--- src/core/itl_pkg.sv ---
// itl_pkg: constants and types for the transaction request and launch block
// assumes: a 16-bit register port with an 8-bit register index
package itl_pkg;

  // ----------------------------------------------------------------
  // register map
  // ----------------------------------------------------------------
  localparam logic [7:0]  REQ_ADDR      = 8'h8B;
  localparam logic [15:0] REQ_RESET     = 16'h2800;
  localparam int          REG_W         = 16;
  localparam int          ADDR_W        = 8;

  // ----------------------------------------------------------------
  // request field positions
  // ----------------------------------------------------------------
  localparam int          RNW_BIT       = 0;
  localparam int          ADDR_LO_LSB   = 1;
  localparam int          ADDR_LO_MSB   = 7;
  localparam int          ADDR_HI_LSB   = 8;
  localparam int          ADDR_HI_MSB   = 10;
  localparam int          LOC_LSB       = 11;
  localparam int          LOC_MSB       = 12;
  localparam int          LEN_LSB       = 13;
  localparam int          LEN_MSB       = 14;
  localparam int          PSEL_BIT      = 15;

  // ----------------------------------------------------------------
  // data length codes and byte counts
  // ----------------------------------------------------------------
  localparam logic [1:0]  LEN_ONE       = 2'h0;
  localparam logic [1:0]  LEN_TWO       = 2'h1;
  localparam logic [1:0]  LEN_THREE     = 2'h2;
  localparam logic [1:0]  LEN_FOUR      = 2'h3;
  localparam logic [2:0]  CNT_ZERO      = 3'h0;
  localparam logic [2:0]  CNT_ONE       = 3'h1;
  localparam logic [2:0]  CNT_TWO       = 3'h2;
  localparam logic [2:0]  CNT_THREE     = 3'h3;
  localparam logic [2:0]  CNT_FOUR      = 3'h4;

  // ----------------------------------------------------------------
  // controller state, gray coded
  // ----------------------------------------------------------------
  typedef enum logic [0:0] {
    ITL_IDLE   = 1'h0,
    ITL_ACTIVE = 1'h1
  } itl_state_type;

endpackage : itl_pkg

--- src/core/itl_launch.sv ---
// itl_launch: transaction request register, launch and reject logic
// assumes: synchronous register port, bus engine reports end of transaction
// How it works
// - a write to the request register while idle launches a transaction
// - one transaction at a time; writes while active are dropped, register kept
// - a dropped write pulses the request rejected fault
// - reading the request register returns the last accepted request
// - bit 15 picks first or second pointer byte
// - in two-byte pointer mode both pointer bytes go out, bit 15 ignored
// - bits 14:13 give 1, 2, 3 or 4 data bytes, default two
// - alternate write mode turns length code 10 into zero bytes on writes
// - bits 12:11 select data byte location 0 to 3, default 1
// - location is the top byte; length counts bytes down from it
// - bits 10:8 are target address bits 9:7 in ten-bit mode
// - seven-bit mode forces the upper address bits to zero
// - bits 7:1 are target address bits 6:0
// - bit 0 sets direction, 0 write, 1 read
`timescale 1ns/1ns
`default_nettype none
module itl_launch (
  // clock, reset, enable
  input  wire logic        sys_clk_i,
  input  wire logic        nrst_i,
  input  wire logic        ce_i,
  // register port
  input  wire logic        reg_wr_i,
  input  wire logic        reg_rd_i,
  input  wire logic [7:0]  reg_addr_i,
  input  wire logic [15:0] reg_wdata_i,
  output var  logic [15:0] reg_rdata_o,
  // configuration levels
  input  wire logic        pointer_length_mode_i,
  input  wire logic        alternate_write_mode_i,
  input  wire logic        ten_bit_mode_i,
  // bus engine status
  input  wire logic        txn_end_i,
  // launch and status
  output var  logic        launch_o,
  output var  logic        active_o,
  output var  logic        request_rejected_fault_o,
  // decoded transaction
  output var  logic [9:0]  target_address_o,
  output var  logic        ten_bit_o,
  output var  logic        read_not_write_o,
  output var  logic        send_pointer_byte_first_o,
  output var  logic        send_pointer_byte_second_o,
  output var  logic [2:0]  data_byte_count_o,
  output var  logic [1:0]  data_location_select_o,
  output var  logic [3:0]  data_byte_enable_o
);

  // ----------------------------------------------------------------
  // state
  // ----------------------------------------------------------------
  typedef struct packed {
    itl_pkg::itl_state_type state;
    logic [15:0]            req;
    logic [15:0]            rdata;
    logic                   launch;
    logic                   rej;
    logic [9:0]             tgt;
    logic                   ten;
    logic                   rnw;
    logic                   pfirst;
    logic                   psecond;
    logic [2:0]             cnt;
    logic [1:0]             loc;
    logic [3:0]             ben;
  } itl_regs_type;

  itl_regs_type r_q;
  itl_regs_type r_d;

  logic         wr_hit;
  logic         rd_hit;
  logic [15:0]  w;
  logic [1:0]   w_len;
  logic [1:0]   w_loc;

  assign wr_hit = reg_wr_i && (reg_addr_i == itl_pkg::REQ_ADDR);
  assign rd_hit = reg_rd_i && (reg_addr_i == itl_pkg::REQ_ADDR);
  assign w      = reg_wdata_i;
  assign w_len  = w[itl_pkg::LEN_MSB:itl_pkg::LEN_LSB];
  assign w_loc  = w[itl_pkg::LOC_MSB:itl_pkg::LOC_LSB];

  // ----------------------------------------------------------------
  // byte enables: from location downward, count bytes
  // ----------------------------------------------------------------
  function automatic logic [3:0] byte_mask(input logic [1:0] loc, input logic [2:0] cnt);
    logic [3:0] m;
    m = 4'h0;
    for (int i = 0; i < 4; i++) begin
      if ((i <= int'(loc)) && ((int'(loc) - i) < int'(cnt))) begin
        m[i] = 1'b1;
      end
    end
    return m;
  endfunction : byte_mask

  // ----------------------------------------------------------------
  // next state
  // ----------------------------------------------------------------
  always_comb begin
    r_d        = r_q;
    r_d.launch = 1'b0;
    r_d.rej    = 1'b0;
    r_d.rdata  = rd_hit ? r_q.req : 16'h0000;
    case (r_q.state)
      itl_pkg::ITL_IDLE: begin
        if (wr_hit) begin
          r_d.state  = itl_pkg::ITL_ACTIVE;
          r_d.launch = 1'b1;
          r_d.req    = w;
          r_d.rnw    = w[itl_pkg::RNW_BIT];
          r_d.ten    = ten_bit_mode_i;
          r_d.tgt[6:0] = w[itl_pkg::ADDR_LO_MSB:itl_pkg::ADDR_LO_LSB];
          r_d.tgt[9:7] = ten_bit_mode_i ? w[itl_pkg::ADDR_HI_MSB:itl_pkg::ADDR_HI_LSB]
                                        : 3'h0;
          r_d.pfirst  = pointer_length_mode_i || !w[itl_pkg::PSEL_BIT];
          r_d.psecond = pointer_length_mode_i || w[itl_pkg::PSEL_BIT];
          r_d.loc     = w_loc;
          case (w_len)
            itl_pkg::LEN_ONE: r_d.cnt = itl_pkg::CNT_ONE;
            itl_pkg::LEN_TWO: r_d.cnt = itl_pkg::CNT_TWO;
            itl_pkg::LEN_THREE: begin
              r_d.cnt = (alternate_write_mode_i && !w[itl_pkg::RNW_BIT]) ?
                        itl_pkg::CNT_ZERO : itl_pkg::CNT_THREE;
            end
            default: r_d.cnt = itl_pkg::CNT_FOUR;
          endcase
          r_d.ben = byte_mask(w_loc, r_d.cnt);
        end
      end
      itl_pkg::ITL_ACTIVE: begin
        if (wr_hit) begin
          r_d.rej = 1'b1;
        end
        if (txn_end_i) begin
          r_d.state = itl_pkg::ITL_IDLE;
        end
      end
      default: r_d.state = itl_pkg::ITL_IDLE;
    endcase
  end

  // ----------------------------------------------------------------
  // registers
  // ----------------------------------------------------------------
  always_ff @(posedge sys_clk_i or negedge nrst_i) begin
    if (!nrst_i) begin
      r_q         <= '0;
      r_q.state   <= itl_pkg::ITL_IDLE;
      r_q.req     <= itl_pkg::REQ_RESET;
      r_q.pfirst  <= 1'b1;
      r_q.cnt     <= itl_pkg::CNT_TWO;
      r_q.loc     <= itl_pkg::REQ_RESET[itl_pkg::LOC_MSB:itl_pkg::LOC_LSB];
      r_q.ben     <= 4'h3;
    end else if (ce_i) begin
      r_q <= r_d;
    end
  end

  assign reg_rdata_o                = r_q.rdata;
  assign launch_o                   = r_q.launch;
  assign active_o                   = (r_q.state == itl_pkg::ITL_ACTIVE);
  assign request_rejected_fault_o   = r_q.rej;
  assign target_address_o           = r_q.tgt;
  assign ten_bit_o                  = r_q.ten;
  assign read_not_write_o           = r_q.rnw;
  assign send_pointer_byte_first_o  = r_q.pfirst;
  assign send_pointer_byte_second_o = r_q.psecond;
  assign data_byte_count_o          = r_q.cnt;
  assign data_location_select_o     = r_q.loc;
  assign data_byte_enable_o         = r_q.ben;
endmodule : itl_launch
`default_nettype wire

--- config.mk ---
export PLATFORM = sky130hd
export DESIGN_NAME = itl_launch
export DESIGN_NICKNAME = d
export VERILOG_FILES = /design/src/core/itl_pkg.sv /design/src/core/itl_launch.sv
export SDC_FILE = /design/constraint.sdc
export NUM_CORES = 1
export LEC_CHECK = 0
export BUFFER_PORTS_ARGS = -buffer_cell sky130_fd_sc_hd__buf_2
export CORE_UTILIZATION = 51
export DETAILED_ROUTE_END_ITERATION = 7
export PLACE_DENSITY = 0.82
export SETUP_SLACK_MARGIN = 0.4
export SYNTH_ARGS = -nofsm -noshare
export SYNTH_HDL_FRONTEND = slang
export SYNTH_SLANG_ARGS = --single-unit
--- constraint.sdc ---
create_clock -name sys_clk_i -period 2.1 [get_ports sys_clk_i]
set_input_delay 0.105 -clock sys_clk_i [delete_from_list [all_inputs] [get_ports sys_clk_i]]
set_output_delay 0.105 -clock sys_clk_i [all_outputs]
set_load 0.02 [all_outputs]
* After elaboration in Yosys (flattened, before gate mapping) *
Index checks and enable logic that the tools add are counted.

operators by class
  add/sub/neg operators = 3
  multiply operators = 0
  div/mod/pow operators = 0
  magnitude comparators = 7
  eq/ne operators = 3
  shift-type cells = 0
  mux-type cells = 16
  bitwise gates (word level) = 1
  reductions and logical operators = 12

operators by type and width
  operator               count
  $mux W17               1
  $mux W16               1
  $lt A3 B4 Y1           3
  $mux W3                3
  $pmux W3 S3            1
  $eq A8 B8 Y1 const B   1
  $mux W1                8
  $logic_and A1 B1 Y1    6
  $sub A2 B2 Y3 const B  2
  $le A2 B2 Y1 const A   2
  $lt A2 B3 Y1           1
  $reduce_and A3 Y1      1
  $sub A2 B1 Y3 const B  1
  $eq A2 B1 Y1 const B   1
  $eq A2 B2 Y1 const B   1
  $le A1 B2 Y1 const A   1
  $logic_not A1 Y1       2
  $logic_not A2 Y1       1
  $logic_or A1 B1 Y1     2
  $mux W2                1
  $pmux W1 S2            1
  $not A1 Y1             1

word-level totals
  register bits = 58
  bits in latches = 0
  memory bits (writable) = 0
  memory bits (read-only) = 0
  bits of input ports = 33
  memories kept = 0

* Longest topological paths before layout *
  depth in word-level cells = 9
  depth in mapped cells = 7

* Worst setup path after synthesis *
No wires, ideal clock.

  kind = reg-to-reg
  from = register r_q, in the netlist active_o
  to = register r_q, in the netlist data_byte_count_o[2]
  setup time = 125 ps
  arrival time = 1659 ps
  slack = 316 ps
  stages on the path, launching flop included = 6
  buffers on the path = 2
  period minus slack after synthesis = 1784 ps
  path through = dfrtp_1 > nand3b_2 > or3_1 > buf_6 > buf_12 > mux2_4

between the ends
  cells in the longest elaborated chain, start to end = 2

RTL lines
  item                         line               source
  start: declaration           itl_launch.sv:71   itl_regs_type r_q;
  start signal: assignment     itl_launch.sv:159  r_q <= r_d;
  $not A1 Y1 (no line)         -
  $reduce_and A3 Y1 (no line)  -

Every way passes these cells.
A chain may end at the register's enable or synchronous reset.

* Worst setup path in the final report *
  from = register r_q, in the netlist active_o
  to = register r_q[44] in the netlist's numbering

Same word-level chain as after synthesis.

==> metrics.csv <==
metric,value,unit
Area growth syn-to-layout,10.6,%
CP endpoint kind,flip-flop,
arrival time at the worst endpoint,1.80,ns
final wirelength,4.44,mm
multi-input combinational cell area,901,sq um
"Seq/Total Area, Yosys",49.0,%
TritonCTS clock tree,yes,
post-CTS resize count,0,
DRT antenna net count,0,
# IOs,75,
Main synth FF type,dfrtp_1,
RSZ-0062 raised after global routing,false,
Max Cap Viol,0,
Ys Warns,0,
Fillers,384,
maximum VDD drop,0.425,mV
Post-route DRC,0,
first-pass GRT wire length,7.33,mm
Hold Buf Count CTS,1,
Max clock buf depth,2,
final-report max-slew violation count,0,
pin count of the biggest net entering global routing,32,
critical-path maximum fanout,13,
clock root cell,clkbuf_8,
f_max,0.618,GHz
"most common cell after layout, fill and taps aside",buf_2,
Site Rows,24,
first-pass iteration count of the detailed router,4,
initial core utilization,54.7,%
"Avg Cell Area, Syn",12.3,sq um
DP HPWL,3.26,mm
count of final hold-check violations,0,
layout cell share with drive strength beyond 1,47.8,%
clock sinks,48,
setup TNS,0,ns
Pwr Total,1.65,mW
Power Density,607,nW/um^2
final worst path period share,77.1,%
Synth Register Bits,48,
wire per inst,14.8,microns
Crit Path Category,reg -> reg,
Worst Max-Slew Pin Slew,0.555,ns
CP max stage cell,dfrtp_1,
ant diodes,0,
fin util,60.5,%
gr ovfl total,0,
CP Cell Sequence,"nand3b_4, or3_1, buf_4, mux2_4",
Lkg Pwr,1.54,nW
Post-Syn Nets,243,
Die Wd,71.5,microns
Storage cell area,1210,sq um
GR Util All Layers,18.9,%
DIE HEIGHT,71.5,microns
DR iter-0 viols,57,
die area,5120,sq um
Post-CTS Setup Inserts,0,
DR vias,1580,
# H-tree levels,2,
Placeable Area,4500,sq um
most frequent cells in the layout,"74 x buf_2, 42 x dfrtp_1, 16 x a22o_1",
GP Congestion,0.792,
setup violators final,0,
ys async rst share,100,%
Worst-Skew Late Latency,0.29,ns
TritonCTS buffer count,5,
"EDFF count, synth",0,
Worst-path clk slew,0.08,ns
worst hold slack,0.0378,ns
Via density,5.28,
layout net count,288,
Min-Delay Path Class,in -> reg,
crit path time final,1.62,ns
Mapped Cells,201,
CP peak stage delay,0.42,ns
clock skew,0.00330,ns
Synth Cell Area,2460,sq um
Worst setup SP type,flip-flop,
antenna violations before repair,0,
vias in the first global route,1580,
Yosys cell types,36,
# port buffers,74,
status,finished clean,
Worst slew margin,63.0,%
data required time at the worst endpoint,2.28,ns
[registers in the layout, summed over array words and instances, names as in the netlist]
register and count:
active_o 1, data_byte_count_o 3, data_byte_enable_o 4, launch_o 1, r_q 16, reg_rdata_o 16, request_rejected_fault_o 1, send_pointer_byte_first_o 1
send_pointer_byte_second_o 1, target_address_o 3, ten_bit_o 1
[worst max-delay path, delay by kind of cell, from the launching register on]
family                 cells  cell delay, ns
muxes                      1            0.31
buffers and inverters      1            0.22
DFF                        1            0.42
and+or+nand+nor            2            0.55
[logic make-up after synthesis]
family,share of synthesized area (%)
buf+inv,14.8
flops,49.0
compound gates,11.9
simple gates,7.36
mux,12.4
fa+ha+maj,4.57
[metrics by stage]
step / cell area (sq um) / setup slack [ns] / std cells
after floorplan: 2470 / 0.403 / 201
after global placement: 2630 / 0.404 / 290
after detailed placement: 2630 / 0.425 / 290
after CTS: 2730 / 0.480 / 299
after global routing: 2730 / 0.406 / 299
final: 2730 / 0.481 / 299
[final cells by class]
| cell class | count | area share [%] |
|---|---|---|
| Multi-Input combinational cell | 100 | 33.1 |
| Clock buffer | 5 | 2.53 |
| Inverter | 10 | 1.38 |
| Tap cell | 52 | 2.39 |
| Timing Repair Buffer | 81 | 15.6 |
| Clock inverter | 3 | 0.689 |
| Sequential cell | 48 | 44.4 |
[worst paths after layout]
check                                     start                   end  slack, ns  cells past startpoint
setup / recovery                       active_o               r_q[44]       0.48                      4
hold / removal                   reg_wdata_i[7]               r_q[48]       0.04                      2
setup reg to reg                       active_o               r_q[44]       0.48                      4
hold reg to reg            data_byte_count_o[1]  data_byte_count_o[1]       0.47                      2
max in group asynchronous                nrst_i  data_byte_count_o[1]       1.08                      3
min in group asynchronous                nrst_i       reg_rdata_o[15]       0.25                      2
[synthesized netlist by cell type (2+ instances only)]
cell type	n	area, sq um
mux2_4	13	195
nor2_1	5	18.8
dfstp_2	6	158
buf_6	2	22.5
a211oi_1	3	22.5
nand2_1	8	30.0
dfrtp_1	42	1050
a22o_1	16	140
nor3b_1	2	15.0
nand2b_1	4	25.0
ha_1	9	113
buf_2	2	10.0
buf_4	35	263
nand4bb_1	2	22.5
mux2i_1	2	20.0
inv_1	10	37.5
o21ai_0	4	20.0
clkbuf_1	3	11.3
nor3_1	2	10.0
o31ai_1	8	60.1
mux2_2	8	90.1
[routing by layer]
| layer | wire (microns) | track usage (%) |
|---|---|---|
| met5 | 0 | 0 |
| met4 | 57 | 6.97 |
| met3 | 251 | 4.36 |
| met2 | 2090 | 31.0 |
| met1 | 2040 | 24.8 |
[where the power goes]
group / internal [mW] / total [mW] / switching [mW]
Combinational: 0.0749 / 0.176 / 0.101
Sequential: 0.940 / 0.949 / 0.00862
Clock: 0.232 / 0.528 / 0.296
Total: 1.25 / 1.65 / 0.405
Power figures use the tool's default switching activity.
